--- config.mk ---
export PLATFORM = sky130hd
export DESIGN_NAME = msc_standby_ctrl
export DESIGN_NICKNAME = d
export VERILOG_FILES = /design/src/msc_pkg.sv /design/src/msc_standby_ctrl.sv /design/src/msc_clock_gate.sv
export SDC_FILE = /design/constraint.sdc
export NUM_CORES = 1
export LEC_CHECK = 0
export BUFFER_PORTS_ARGS = -buffer_cell sky130_fd_sc_hd__buf_2
export CORE_MARGIN = 4
export CORE_UTILIZATION = 52
export DETAILED_ROUTE_END_ITERATION = 8
export GPL_ROUTABILITY_DRIVEN = 1
export PLACE_DENSITY = 0.84
export SYNTH_ARGS = -nofsm -noshare
export SYNTH_HDL_FRONTEND = slang
export SYNTH_SLANG_ARGS = --single-unit
--- constraint.sdc ---
create_clock -name clk_i -period 2.65 [get_ports clk_i]
set_clock_uncertainty 0.15 [all_clocks]
set_input_delay 0.3975 -clock clk_i [delete_from_list [all_inputs] [get_ports clk_i]]
set_output_delay 0.3975 -clock clk_i [all_outputs]
set_load 0.005 [all_outputs]
--- src/msc_pkg.sv ---
// Package: offsets, field positions, reset values for the standby control block
package msc_pkg;
    localparam int unsigned ADDR_W = 4;
    localparam int unsigned DATA_W = 8;
    localparam logic [ADDR_W-1:0] STANDBY_SELECT_CTRL_TWO_ADDR = 4'h0;
    localparam logic [ADDR_W-1:0] STANDBY_STATE_ADDR = 4'h1;
    localparam logic [ADDR_W-1:0] MODE_LATCH_ADDR = 4'h2;
    localparam int unsigned MODE_RELATCH_BIT = 6;
    localparam int unsigned BREAK_STOP_BIT = 5;
    localparam int unsigned DMA_STOP_BIT = 4;
    localparam int unsigned DAC_STOP_BIT = 3;
    localparam int unsigned ADC_STOP_BIT = 2;
    localparam int unsigned SERIAL_STOP_BIT = 1;
    localparam int unsigned NUM_STOPS = 5;
    localparam int unsigned STOP_LSB = 1;
    localparam int unsigned MODE_W = 6;
    localparam logic [DATA_W-1:0] WRITE_MASK = 8'h7e;
    localparam logic [DATA_W-1:0] CTRL_RESET = 8'h00;
    localparam logic [MODE_W-1:0] MODE_RESET = 6'h00;
    localparam logic [DATA_W-1:0] READ_ZERO = 8'h00;
endpackage : msc_pkg

--- src/msc_standby_ctrl.sv ---
// Standby control register two: module clock stops and mode pin relatch
// Function
// - Provide an 8-bit read/write standby control register two configuring power-down.
// - Bits 7 and 0 read as zero; software writes zero there.
// - Bit 6 set: re-latch six mode pins on standby exit by reset/interrupt.
// - Bit 5 set stops the user break controller clock; clear runs it.
// - Bit 4 set stops the DMA controller clock; clear runs it.
// - Bit 3 set stops the DAC clock; clear runs it.
// - Bit 2 set stops the ADC clock and holds its registers in init.
// - Bit 1 set stops the FIFO serial interface clock; clear runs it.
//
// Local design decisions: the address-and-strobe port and the register offsets.
`timescale 1ns/10ps
module msc_standby_ctrl (
    input wire logic clk_i,
    input wire logic rstn_i,
    input wire logic [msc_pkg::ADDR_W-1:0] addr_i,
    input wire logic [msc_pkg::DATA_W-1:0] wdata_i,
    input wire logic wr_i,
    input wire logic rd_i,
    output logic [msc_pkg::DATA_W-1:0] rdata_o,
    input wire logic standby_active_i,
    input wire logic standby_exit_i,
    input wire logic [msc_pkg::MODE_W-1:0] mode_select_pins_i,
    output logic [msc_pkg::MODE_W-1:0] mode_latched_o,
    output logic user_break_controller_clk_en_o,
    output logic dma_clk_en_o,
    output logic dac_clk_en_o,
    output logic adc_clk_en_o,
    output logic fifo_serial_interface_clk_en_o,
    output logic adc_init_o
);
    import msc_pkg::*;

    logic [DATA_W-1:0] ctrl_reg;
    logic [DATA_W-1:0] ctrl_next;
    logic [DATA_W-1:0] rdata_reg;
    logic [DATA_W-1:0] rdata_next;
    logic [MODE_W-1:0] mode_reg;
    logic [MODE_W-1:0] mode_next;
    logic [MODE_W-1:0] pins_meta_reg;
    logic [MODE_W-1:0] pins_sync_reg;
    logic [1:0] standby_sync_reg;
    logic [1:0] exit_sync_reg;
    logic exit_prev_reg;
    logic [NUM_STOPS-1:0] stop_bits;
    logic [NUM_STOPS-1:0] clk_en;

    wire ctrl_sel = (addr_i == STANDBY_SELECT_CTRL_TWO_ADDR);
    wire state_sel = (addr_i == STANDBY_STATE_ADDR);
    wire latch_sel = (addr_i == MODE_LATCH_ADDR);
    wire ctrl_wr = wr_i & ctrl_sel;
    wire exit_pulse = exit_sync_reg[1] & ~exit_prev_reg;
    // Relatch only when leaving software standby with the flag set
    wire relatch = exit_pulse & standby_sync_reg[1] & ctrl_reg[MODE_RELATCH_BIT];

    // Reserved bits are masked on write, so they always read back as zero
    assign ctrl_next = ctrl_wr ? (wdata_i & WRITE_MASK) : ctrl_reg;
    assign mode_next = relatch ? pins_sync_reg : mode_reg;
    assign rdata_next = ctrl_sel ? ctrl_reg :
                        state_sel ? {7'h00, standby_sync_reg[1]} :
                        latch_sel ? {2'h0, mode_reg} : READ_ZERO;
    assign stop_bits = ctrl_reg[STOP_LSB +: NUM_STOPS];

    always_ff @(posedge clk_i or negedge rstn_i) begin
        if (!rstn_i) begin
            ctrl_reg <= CTRL_RESET;
            rdata_reg <= READ_ZERO;
        end else begin
            ctrl_reg <= ctrl_next;
            rdata_reg <= rd_i ? rdata_next : READ_ZERO;
        end
    end

    // Mode pins and standby status come from outside the clock domain
    always_ff @(posedge clk_i or negedge rstn_i) begin
        if (!rstn_i) begin
            pins_meta_reg <= MODE_RESET;
            pins_sync_reg <= MODE_RESET;
            standby_sync_reg <= 2'h0;
            exit_sync_reg <= 2'h0;
            exit_prev_reg <= 1'b0;
        end else begin
            pins_meta_reg <= mode_select_pins_i;
            pins_sync_reg <= pins_meta_reg;
            standby_sync_reg <= {standby_sync_reg[0], standby_active_i};
            exit_sync_reg <= {exit_sync_reg[0], standby_exit_i};
            exit_prev_reg <= exit_sync_reg[1];
        end
    end

    always_ff @(posedge clk_i or negedge rstn_i) begin
        if (!rstn_i) begin
            mode_reg <= MODE_RESET;
        end else begin
            mode_reg <= mode_next;
        end
    end

    genvar g;
    generate
        for (g = 0; g < NUM_STOPS; g++) begin : gen_gate
            msc_clock_gate u_gate (
                .clk_i(clk_i),
                .rstn_i(rstn_i),
                .stop_i(stop_bits[g]),
                .clk_en_o(clk_en[g])
            );
        end
    endgenerate

    assign fifo_serial_interface_clk_en_o = clk_en[SERIAL_STOP_BIT-STOP_LSB];
    assign adc_clk_en_o = clk_en[ADC_STOP_BIT-STOP_LSB];
    assign adc_init_o = ~clk_en[ADC_STOP_BIT-STOP_LSB];
    assign dac_clk_en_o = clk_en[DAC_STOP_BIT-STOP_LSB];
    assign dma_clk_en_o = clk_en[DMA_STOP_BIT-STOP_LSB];
    assign user_break_controller_clk_en_o = clk_en[BREAK_STOP_BIT-STOP_LSB];
    assign rdata_o = rdata_reg;
    assign mode_latched_o = mode_reg;
endmodule : msc_standby_ctrl

--- src/msc_clock_gate.sv ---
// Glitch-free clock enable for one gated module
`timescale 1ns/10ps
module msc_clock_gate (
    input wire logic clk_i,
    input wire logic rstn_i,
    input wire logic stop_i,
    output logic clk_en_o
);
    // Outside reset the enable changes only on the rising edge, so a gate fed by it sees no partial pulse
    always_ff @(posedge clk_i or negedge rstn_i) begin
        if (!rstn_i) begin
            clk_en_o <= 1'b1;
        end else begin
            clk_en_o <= ~stop_i;
        end
    end
endmodule : msc_clock_gate

==> flow_summary.html, run 1 <==
<table>
<tr><th>Metric</th><th>Value</th></tr>
<tr><th colspan="2">Synthesis</th></tr>
<tr><td>Syn. warnings</td><td>0</td></tr>
<tr><td>Area share of fa/ha/maj cells after synthesis</td><td>0%</td></tr>
<tr><td>Seq/Total Area, Yosys</td><td>76.53%</td></tr>
<tr><td>Synth unique cells</td><td>17</td></tr>
<tr><td>Dominant combinational cell family by area after synthesis</td><td>multiplexers</td></tr>
<tr><td>Area fraction in compound gates after synthesis</td><td>3.896%</td></tr>
<tr><td>Portion of netlist area occupied by mux cells</td><td>10.02%</td></tr>
<tr><td>Synthesis-stage register bit count</td><td>41</td></tr>
<tr><td>Per-instance average area after synthesis</td><td>17.75 µm²</td></tr>
<tr><td>Syn Nets</td><td>100</td></tr>
<tr><td>Top cells by area in the synthesized netlist</td><td>sky130_fd_sc_hd__dfrtp_1 (67%), sky130_fd_sc_hd__mux2_2 (10%), sky130_fd_sc_hd__dfstp_2 (9.7%)</td></tr>
<tr><td>Cell type with the largest total area after synthesis</td><td>sky130_fd_sc_hd__dfrtp_1</td></tr>
<tr><td>Fraction of post-synthesis cell area in the top cell type by area</td><td>66.79%</td></tr>
<tr><td>Post-synthesis cell area</td><td>0.001349 mm²</td></tr>
<tr><td>Post-synthesis share of cell area spent on and, or, nand and nor gates</td><td>7.050%</td></tr>
<tr><td>Gate count of the mapped netlist</td><td>76</td></tr>
<tr><td>Synth Area in XOR/XNOR</td><td>0%</td></tr>
<tr><th colspan="2">Clocking</th></tr>
<tr><td>CTS Buf Count</td><td>5</td></tr>
<tr><td>Root buffer cell</td><td>sky130_fd_sc_hd__clkbuf_4</td></tr>
<tr><td>Clock-pin slew on the worst setup and hold paths</td><td>0.12 ns</td></tr>
<tr><td>Clock tree sinks</td><td>41</td></tr>
<tr><td>CTS H-Tree Depth</td><td>2</td></tr>
<tr><td>Number of buffers between clock root and the deepest sink</td><td>2</td></tr>
<tr><td>Worst-skew pair later-pin latency</td><td>0.34 ns</td></tr>
<tr><td>TritonCTS clock tree</td><td>built</td></tr>
<tr><th colspan="2">Placement</th></tr>
<tr><td>Number of placed cells counting well taps</td><td>145</td></tr>
<tr><td>Routability congestion estimate</td><td>0.7372</td></tr>
<tr><td>Area after detailed placement</td><td>0.001579 mm²</td></tr>
<tr><td>Worst setup slack before clock tree synthesis</td><td>0.9965 ns</td></tr>
<tr><td>Number of buffers added on ports</td><td>40</td></tr>
<tr><th colspan="2">Worst setup path</th></tr>
<tr><td>Critical Path Start Type</td><td>register</td></tr>
<tr><td>Launch point of the critical path</td><td>gen_gate[1].u_gate.clk_en_o$_DFF_PN1_</td></tr>
<tr><td>Largest fanout on the critical path</td><td>2</td></tr>
<tr><td>Signal arrival time at the worst endpoint</td><td>1.04 ns</td></tr>
<tr><td>Req. time, crit path</td><td>2.10 ns</td></tr>
<tr><td>Type of the setup path with the least slack</td><td>reg -&gt; out</td></tr>
<tr><td>CP Capture Type</td><td>primary output</td></tr>
<tr><td>Crit Reg-Reg Startpoint</td><td>exit_prev_reg$_DFF_PN0_</td></tr>
<tr><th colspan="2">GRT</th></tr>
<tr><td>Total gr overflow</td><td>0</td></tr>
<tr><td>Overall track demand over capacity in global routing</td><td>15.29%</td></tr>
<tr><td>Number of global-route vias before repair</td><td>827</td></tr>
<tr><td>Largest net degree at the start of global routing</td><td>42</td></tr>
<tr><td>Wire length of the first global-routing pass</td><td>3.705 mm</td></tr>
<tr><td>Initial antenna violation count</td><td>0</td></tr>
<tr><th colspan="2">STA</th></tr>
<tr><td>Unrepaired setup endpoints after global routing</td><td>false</td></tr>
<tr><td>Number of max-slew violations in the final report</td><td>0</td></tr>
<tr><td>Final setup vio count</td><td>0</td></tr>
<tr><td>Slew at the pin closest to its max-slew limit</td><td>0.8271 ns</td></tr>
<tr><td>Clock period minus worst slack</td><td>1.583 ns</td></tr>
<tr><td>Fin crit share</td><td>59.73%</td></tr>
<tr><td>Hold WS</td><td>-0.008264 ns</td></tr>
<tr><td>Post-route setup slack</td><td>1.067 ns</td></tr>
<tr><td>Total negative slack for setup checks</td><td>0 ns</td></tr>
<tr><td>Final number of hold-violating endpoints</td><td>6</td></tr>
<tr><td>Relative slew slack</td><td>44.86%</td></tr>
<tr><td>Top achievable clock speed</td><td>0.6318 GHz</td></tr>
<tr><th colspan="2">Flow run</th></tr>
<tr><td>Max-Cap Viols</td><td>0</td></tr>
<tr><th colspan="2">Die</th></tr>
<tr><td>Top-level I/O count</td><td>44</td></tr>
<tr><td>Initial core utilization</td><td>54.44%</td></tr>
<tr><td>Placeable core area</td><td>0.002477 mm²</td></tr>
<tr><td>Height of the die</td><td>58.93 µm</td></tr>
<tr><td>Width of the chip</td><td>58.93 µm</td></tr>
<tr><td>Total die area</td><td>0.003473 mm²</td></tr>
<tr><td>Core Rows</td><td>18</td></tr>
<tr><th colspan="2">Power</th></tr>
<tr><td>Cell Pwr Density</td><td>758.0 mW/mm²</td></tr>
<tr><td>Worst voltage drop across the vdd grid</td><td>0.0005906 V</td></tr>
<tr><td>Static leakage power</td><td>0.0008672 µW</td></tr>
<tr><th colspan="2">Min path</th></tr>
<tr><td>Worst min path class</td><td>in -&gt; async</td></tr>
<tr><th colspan="2">Layout</th></tr>
<tr><td>Antenna diode count</td><td>0</td></tr>
<tr><td>Post-layout instance area</td><td>0.001729 mm²</td></tr>
<tr><td>Area delta synth-&gt;final</td><td>28.20%</td></tr>
<tr><td>Share of cells above drive strength 1</td><td>55.73%</td></tr>
<tr><td>Flip-flop count of the largest register, all copies and words added</td><td>7</td></tr>
<tr><td>Number of nets at the end of the flow</td><td>154</td></tr>
<tr><td>Filler-free cell count of the finished design</td><td>161</td></tr>
<tr><th colspan="2">Drt</th></tr>
<tr><td>Routed vias/inst</td><td>4.882</td></tr>
<tr><td>Number of DRC markers in iteration 0</td><td>16</td></tr>
<tr><td>Routed WL</td><td>2.268 mm</td></tr>
<tr><td>Iteration count of the initial detailed-routing pass</td><td>4</td></tr>
<tr><td>Per-cell routed wire length</td><td>14.09 µm</td></tr>
<tr><td>Antenna-violating nets left</td><td>0</td></tr>
<tr><td>Vias after detailed routing</td><td>786</td></tr>
<tr><td>Count of unresolved DRC violations after routing</td><td>0</td></tr>
<tr><th colspan="2">Outcome</th></tr>
<tr><td>Run status</td><td>finished, violations left</td></tr>
<tr><td>Violated checks</td><td>hold timing</td></tr>
</table>
through the flow:
step	total power [µW]	utilization, %	hold slack, ns
after global placement	962.4	63.74	0.1816
after detailed placement	982.9	63.74	0.1855
final	1311	69.80	-0.008264
after global routing	1390	69.80	0.06729
after CTS	1325	69.39	0.0009593
after floorplan	863.4	-	-0.04809
power by group:
group	switching, µW	internal, µW
clock	183	154
combinational	77.0	110
sequential	57.4	729
total	317	993
routing by layer:
layer	wire (µm)	global-route usage, %
met1	782	16.12
met2	1246	26.03
met3	180	5.044
met4	59	9.709
met5	0	0
area by class of cell:
| cell class | count | area, µm² |
|---|---|---|
| Clock buffer | 7 | 65.06 |
| Clock inverter | 1 | 5.005 |
| Fill cell | 173 | 748.2 |
| Inverter | 6 | 22.52 |
| Multi-Input combinational cell | 28 | 286.5 |
| Sequential cell | 41 | 1032 |
| Tap cell | 30 | 37.54 |
| Timing Repair Buffer | 48 | 280.3 |
path summary, 6_finish.rpt:
check / end / slack [ns] / depth (start not counted)
min in group clk_i: ctrl_reg[4]$_DFFE_PN0P_ / 0.13 / 2
hold reg to reg: pins_sync_reg[1]$_DFF_PN0_ / 0.21 / 0
setup reg to reg: mode_latched_o[3]$_DFFE_PN0P_ / 1.28 / 2
hold / removal: rdata_o[2]$_DFF_PN0_ / -0.008 / 1
setup / recovery: adc_init_o / 1.07 / 2
max in group asynchronous: ctrl_reg[6]$_DFFE_PN0P_ / 1.84 / 1
placed cells by master, fill, tap and decap left out, drive strengths merged:
cell type	Yosys	layout
buf	1	40
dfrtp	36	36
mux2	12	12
dlygate4sd3	0	8
clkbuf	0	7
inv	6	6
dfstp	5	5
a22o	5	5
nand3b	2	2
or3b	1	1
nor3b	1	1
nor3	1	1
a21oi	1	1
and2	1	1
nand4b	1	1
nor4	1	1
nand2	1	1
conb	1	1
clkinv	0	1
what timing repair did:
action	in CTS	in global routing
resized for setup	0	0
hold buffers	7	1
buffers inserted	0	0
hold endpoints to repair	7	1
Yosys cell counts:
library cell               count
sky130_fd_sc_hd__dfrtp_1      36
sky130_fd_sc_hd__mux2_2       12
sky130_fd_sc_hd__inv_1         6
sky130_fd_sc_hd__dfstp_2       5
sky130_fd_sc_hd__a22o_2        3
sky130_fd_sc_hd__a22o_1        2
sky130_fd_sc_hd__nand3b_1      2
sky130_fd_sc_hd__a21oi_1       1
sky130_fd_sc_hd__and2_1        1
sky130_fd_sc_hd__buf_4         1
sky130_fd_sc_hd__conb_1        1
sky130_fd_sc_hd__nand2_2       1
sky130_fd_sc_hd__nand4b_1      1
sky130_fd_sc_hd__nor3_4        1
sky130_fd_sc_hd__nor3b_4       1
sky130_fd_sc_hd__nor4_2        1
sky130_fd_sc_hd__or3b_4        1
logic make-up after synthesis:
group,after synthesis
AO/OA/AOI/OAI,6
other,1
multiplexers,12
flip-flops,41
AND/OR/NAND/NOR,9
buffers and inverters,7
critical path, stage by stage, from the launching register on:
cell and delay [ns]:
sky130_fd_sc_hd__dfstp_2 0.55, sky130_fd_sc_hd__inv_1 0.03, sky130_fd_sc_hd__buf_2 0.11
Note: power is estimated with default switching activity, not from simulation.
==> run 2, diff against run 1 <==
--- a/config.mk
+++ b/config.mk
@@ -5,12 +5,13 @@
 export SDC_FILE = /design/constraint.sdc
 export NUM_CORES = 1
 export LEC_CHECK = 0
+export ABC_AREA = 1
 export BUFFER_PORTS_ARGS = -buffer_cell sky130_fd_sc_hd__buf_2
 export CORE_MARGIN = 4
-export CORE_UTILIZATION = 52
+export CORE_UTILIZATION = 44
 export DETAILED_ROUTE_END_ITERATION = 8
 export GPL_ROUTABILITY_DRIVEN = 1
-export PLACE_DENSITY = 0.84
+export PLACE_DENSITY = 0.75
 export SYNTH_ARGS = -nofsm -noshare
 export SYNTH_HDL_FRONTEND = slang
 export SYNTH_SLANG_ARGS = --single-unit
==> constraint.sdc (replaced) <==
create_clock -name clk_i -period 1.4 [get_ports clk_i]
set_clock_uncertainty 0.15 [all_clocks]
set_input_delay 0.21 -clock clk_i [delete_from_list [all_inputs] [get_ports clk_i]]
set_output_delay 0.21 -clock clk_i [all_outputs]
set_load 0.005 [all_outputs]
==> run 2 against run 1 <==
- the run now ends clean
- die area is 20% higher
- combinational power is 77% higher
- critical endpoint unchanged
- clock power is 120% higher
- synthesized cell count is 54% higher
- sequential power is 82% higher
- worst setup slack worse by 1.0 ns
- register-to-register slack worse by 1.0 ns
- largest power group unchanged
- critical path type unchanged
- wire length is 6.1% higher
==> flow_summary.html, run 2 <==
<table>
<tr><th>Metric</th><th>Value</th></tr>
<tr><th colspan="2">Outcome</th></tr>
<tr><td>Run status</td><td>finished, final reports clean (was finished, violations left)</td></tr>
<tr><th colspan="2">Layout</th></tr>
<tr><td>Antenna diode count</td><td>0 (unchanged)</td></tr>
<tr><td>Register cell area after layout</td><td>0.001032 mm² (unchanged)</td></tr>
<tr><td>Leading cell type in the layout, fill and taps excluded</td><td>sky130_fd_sc_hd__buf_2 (unchanged)</td></tr>
<tr><td>Multi-input combinational cell area</td><td>290.3 µm² (was 286.5 µm²)</td></tr>
<tr><td>Number of nets at the end of the flow</td><td>203 (was 154)</td></tr>
<tr><td>Commonest cells after routing, fill and taps aside</td><td>sky130_fd_sc_hd__buf_2 (38), sky130_fd_sc_hd__dfrtp_1 (36), sky130_fd_sc_hd__inv_1 (17), sky130_fd_sc_hd__o21ai_0 (17), sky130_fd_sc_hd__dlygate4sd3_1 (16) (was sky130_fd_sc_hd__buf_2 (40), sky130_fd_sc_hd__dfrtp_1 (36), sky130_fd_sc_hd__mux2_2 (12), sky130_fd_sc_hd__dlygate4sd3_1 (8), sky130_fd_sc_hd__inv_1 (6))</td></tr>
<tr><td>Fraction of the core area covered by cells at the end of the flow</td><td>63.20% (was 69.80%)</td></tr>
<tr><td>Flip-flop count of the largest register, all copies and words added</td><td>7 (unchanged)</td></tr>
<tr><td>Share of cells above drive strength 1</td><td>33.89% (was 55.73%)</td></tr>
<tr><td>Area delta synth-&gt;final</td><td>37.07% (was 28.20%)</td></tr>
<tr><td>Filler cell count</td><td>240 (was 173)</td></tr>
<tr><th colspan="2">GRT</th></tr>
<tr><td>Initial antenna violation count</td><td>0 (unchanged)</td></tr>
<tr><td>Wire length of the first global-routing pass</td><td>4.188 mm (was 3.705 mm)</td></tr>
<tr><td>Number of global-route vias before repair</td><td>947 (was 827)</td></tr>
<tr><td>Overall track demand over capacity in global routing</td><td>13.62% (was 15.29%)</td></tr>
<tr><td>Total gr overflow</td><td>0 (unchanged)</td></tr>
<tr><td>Largest net degree at the start of global routing</td><td>28 (was 42)</td></tr>
<tr><th colspan="2">Clocking</th></tr>
<tr><td>Clock tree sinks</td><td>41 (unchanged)</td></tr>
<tr><td>Worst-skew pair later-pin latency</td><td>0.35 ns (was 0.34 ns)</td></tr>
<tr><td>Number of buffers between clock root and the deepest sink</td><td>2 (unchanged)</td></tr>
<tr><td>TritonCTS clock tree</td><td>built (unchanged)</td></tr>
<tr><td>Root buffer cell</td><td>sky130_fd_sc_hd__clkbuf_4 (unchanged)</td></tr>
<tr><td>Number of buffers added for setup after CTS</td><td>0 (unchanged)</td></tr>
<tr><td>Clock-pin slew on the worst setup and hold paths</td><td>0.11 ns (was 0.12 ns)</td></tr>
<tr><td>CTS Buf Count</td><td>5 (unchanged)</td></tr>
<tr><td>CTS H-Tree Depth</td><td>2 (unchanged)</td></tr>
<tr><th colspan="2">Drt</th></tr>
<tr><td>Routed WL</td><td>2.407 mm (was 2.268 mm)</td></tr>
<tr><td>Vias after detailed routing</td><td>989 (was 786)</td></tr>
<tr><td>Iteration count of the initial detailed-routing pass</td><td>4 (unchanged)</td></tr>
<tr><td>Per-cell routed wire length</td><td>10.75 µm (was 14.09 µm)</td></tr>
<tr><td>Antenna-violating nets left</td><td>0 (unchanged)</td></tr>
<tr><td>Count of unresolved DRC violations after routing</td><td>0 (unchanged)</td></tr>
<tr><td>Number of DRC markers in iteration 0</td><td>8 (was 16)</td></tr>
<tr><td>Routed vias/inst</td><td>4.415 (was 4.882)</td></tr>
<tr><th colspan="2">Worst setup path</th></tr>
<tr><td>Req. time, crit path</td><td>1.04 ns (was 2.10 ns)</td></tr>
<tr><td>Type of the setup path with the least slack</td><td>reg -&gt; out (unchanged)</td></tr>
<tr><td>Largest fanout on the critical path</td><td>2 (unchanged)</td></tr>
<tr><td>Critical Path, Cell by Cell</td><td>inv_2 &gt; buf_6 (was inv_1 &gt; buf_2)</td></tr>
<tr><td>Slowest cell on the critical path</td><td>sky130_fd_sc_hd__dfstp_2 (unchanged)</td></tr>
<tr><td>Signal arrival time at the worst endpoint</td><td>1.02 ns (was 1.04 ns)</td></tr>
<tr><td>Critical Path Start Type</td><td>register (unchanged)</td></tr>
<tr><td>CP Capture Type</td><td>primary output (unchanged)</td></tr>
<tr><td>Largest incremental delay on the critical path</td><td>0.55 ns (about the same)</td></tr>
<tr><th colspan="2">Synthesis</th></tr>
<tr><td>Fraction of post-synthesis cell area in the top cell type by area</td><td>64.00% (was 66.79%)</td></tr>
<tr><td>Most numerous cell types in the synthesized netlist</td><td>sky130_fd_sc_hd__dfrtp_1 (36), sky130_fd_sc_hd__inv_1 (18), sky130_fd_sc_hd__o21ai_0 (17), sky130_fd_sc_hd__nand2_1 (14), sky130_fd_sc_hd__nor2_1 (8) (was sky130_fd_sc_hd__dfrtp_1 (36), sky130_fd_sc_hd__mux2_2 (12), sky130_fd_sc_hd__inv_1 (6), sky130_fd_sc_hd__dfstp_2 (5), sky130_fd_sc_hd__a22o_2 (3))</td></tr>
<tr><td>Cell type with the largest total area after synthesis</td><td>sky130_fd_sc_hd__dfrtp_1 (unchanged)</td></tr>
<tr><td>Syn Nets</td><td>141 (was 100)</td></tr>
<tr><td>Number of synthesized flops with an enable pin</td><td>0 (unchanged)</td></tr>
<tr><td>Synth unique cells</td><td>18 (was 17)</td></tr>
<tr><td>Syn. warnings</td><td>0 (unchanged)</td></tr>
<tr><td>Commonest register cell after synthesis</td><td>sky130_fd_sc_hd__dfrtp_1 (unchanged)</td></tr>
<tr><td>Share of flip-flops with an asynchronous set or reset after synthesis</td><td>100.0% (unchanged)</td></tr>
<tr><td>Gate count of the mapped netlist</td><td>117 (was 76)</td></tr>
<tr><td>Top cells by area in the synthesized netlist</td><td>sky130_fd_sc_hd__dfrtp_1 (64%), sky130_fd_sc_hd__dfstp_2 (9.3%), sky130_fd_sc_hd__o21ai_0 (6.0%) (was sky130_fd_sc_hd__dfrtp_1 (67%), sky130_fd_sc_hd__mux2_2 (10%), sky130_fd_sc_hd__dfstp_2 (9.7%))</td></tr>
<tr><td>Per-instance average area after synthesis</td><td>12.03 µm² (was 17.75 µm²)</td></tr>
<tr><td>Synthesis-stage register bit count</td><td>41 (unchanged)</td></tr>
<tr><td>Leading cell type by number of instances after synthesis</td><td>sky130_fd_sc_hd__dfrtp_1 (unchanged)</td></tr>
<tr><td>Post-synthesis cell area</td><td>0.001408 mm² (was 0.001349 mm²)</td></tr>
<tr><td>Seq/Total Area, Yosys</td><td>73.33% (was 76.53%)</td></tr>
<tr><th colspan="2">STA</th></tr>
<tr><td>Unrepaired setup endpoints after global routing</td><td>true (was false)</td></tr>
<tr><td>Final setup vio count</td><td>0 (unchanged)</td></tr>
<tr><td>Total negative slack for setup checks</td><td>0 ns (unchanged)</td></tr>
<tr><td>Fin crit share</td><td>98.74%</td></tr>
<tr><td>Post-route setup slack</td><td>0.01764 ns (was 1.067 ns)</td></tr>
<tr><td>Number of max-slew violations in the final report</td><td>0 (unchanged)</td></tr>
<tr><td>Top achievable clock speed</td><td>0.7234 GHz</td></tr>
<tr><td>Final number of hold-violating endpoints</td><td>0 (was 6)</td></tr>
<tr><td>Clock period minus worst slack</td><td>1.382 ns</td></tr>
<tr><th colspan="2">Die</th></tr>
<tr><td>Core Rows</td><td>20 (was 18)</td></tr>
<tr><td>Top-level I/O count</td><td>44 (unchanged)</td></tr>
<tr><td>Initial core utilization</td><td>46.11% (was 54.44%)</td></tr>
<tr><td>Placeable core area</td><td>0.003053 mm² (was 0.002477 mm²)</td></tr>
<tr><td>Width of the chip</td><td>64.56 µm (was 58.93 µm)</td></tr>
<tr><td>Height of the die</td><td>64.56 µm (was 58.93 µm)</td></tr>
<tr><td>Total die area</td><td>0.004168 mm² (was 0.003473 mm²)</td></tr>
<tr><th colspan="2">Power</th></tr>
<tr><td>Worst voltage drop across the vdd grid</td><td>0.0006309 V (was 0.0005906 V)</td></tr>
<tr><td>Static leakage power</td><td>0.0009739 µW (was 0.0008672 µW)</td></tr>
<tr><td>Cell Pwr Density</td><td>1299 mW/mm² (was 758.0 mW/mm²)</td></tr>
<tr><th colspan="2">Placement</th></tr>
<tr><td>HPWL after detailed placement</td><td>1.737 mm</td></tr>
<tr><td>Worst setup slack before clock tree synthesis</td><td>0.1647 ns (was 0.9965 ns)</td></tr>
<tr><td>Routability congestion estimate</td><td>0.8220 (was 0.7372)</td></tr>
<tr><td>Number of buffers added on ports</td><td>40 (unchanged)</td></tr>
<tr><th colspan="2">Min path</th></tr>
<tr><td>Worst min path class</td><td>in -&gt; reg (was in -&gt; async)</td></tr>
<tr><th colspan="2">Flow run</th></tr>
<tr><td>Max-Cap Viols</td><td>0 (unchanged)</td></tr>
</table>
==> run 2: power breakdown <==
part | switching [µW] | internal [µW] | total, µW | leakage (µW)
combinational | 159 | 172 | 331 | 0.000438
sequential | 76.7 | 1350 | 1430 | 0.000494
clock | 373 | 378 | 751 | 0.0000414
total | 609 | 1900 | 2510 | 0.000974
==> run 2: critical path: cells and delay by family, from the launching register on <==
kind	cells	cell delay, ns
buf+inv	2	0.13
flops	1	0.55
==> run 2: layout make-up <==
type	count	share of cell area, %
clock buffers	5	1.946
clock inverters	3	2.399
inverters	18	3.502
multi-input cells	55	15.05
flip-flops and latches	41	53.50
well taps	44	2.853
repair buffers	58	20.75
==> run 2: what timing repair did <==
action	CTS	global route
hold endpoints to repair	54	0
pin swaps	0	0
endpoints found under the setup margin	1	6
gates resized for setup	0	4
hold buffers	16	0
==> run 2: logic make-up (layout without fill, tap and decap cells) <==
kind of cell | count (synthesis) | in the layout | share of synthesized area [%]
DFF | 41 | 41 | 73.33
and+or+nand+nor | 31 | 31 | 10.76
AOI/OAI and AO/OA | 23 | 23 | 9.245
buffers and inverters | 21 | 84 | 6.400
other | 1 | 1 | 0.2664
==> run 2: metal layers <==
layer | up-vias | global-route usage [%] | part of all wire [%]
met4 | 0 | 7.388 | 3.1
met3 | 9 | 6.066 | 8.1
met5 | - | 0 | 0
li1 | 493 | - | -
met2 | 30 | 21.52 | 50
met1 | 457 | 15.42 | 39
==> run 2: path summary, 6_finish.rpt <==
check                                                       from                                     to  slack (ns)  cells after the start
max reg2reg                        standby_sync_reg[1]$_DFF_PN0_          mode_latched_o[3]$_DFFE_PN0P_        0.26                      4
min                                                    addr_i[2]                   rdata_o[6]$_DFF_PN0_        0.03                      4
min reg2reg                           pins_meta_reg[1]$_DFF_PN0_             pins_sync_reg[1]$_DFF_PN0_        0.21                      0
min in group asynchronous                                 rstn_i             pins_sync_reg[4]$_DFF_PN0_        0.12                      2
max                        gen_gate[1].u_gate.clk_en_o$_DFF_PN1_                             adc_init_o        0.02                      2
max in group asynchronous                                 rstn_i  gen_gate[4].u_gate.clk_en_o$_DFF_PN1_        0.45                      3
==> run 2: metrics by stage <==
step,total power (µW),hold WS [ns],area (µm²),std cells
CTS,2519,0.01955,1912,224
finish,2507,0.02995,1929,224
detailed placement,1726,-0.01922,1668,200
floorplan,1544,-0.2356,1408,117
global route,2660,0.01495,1929,224
global placement,1714,-0.02227,1668,200
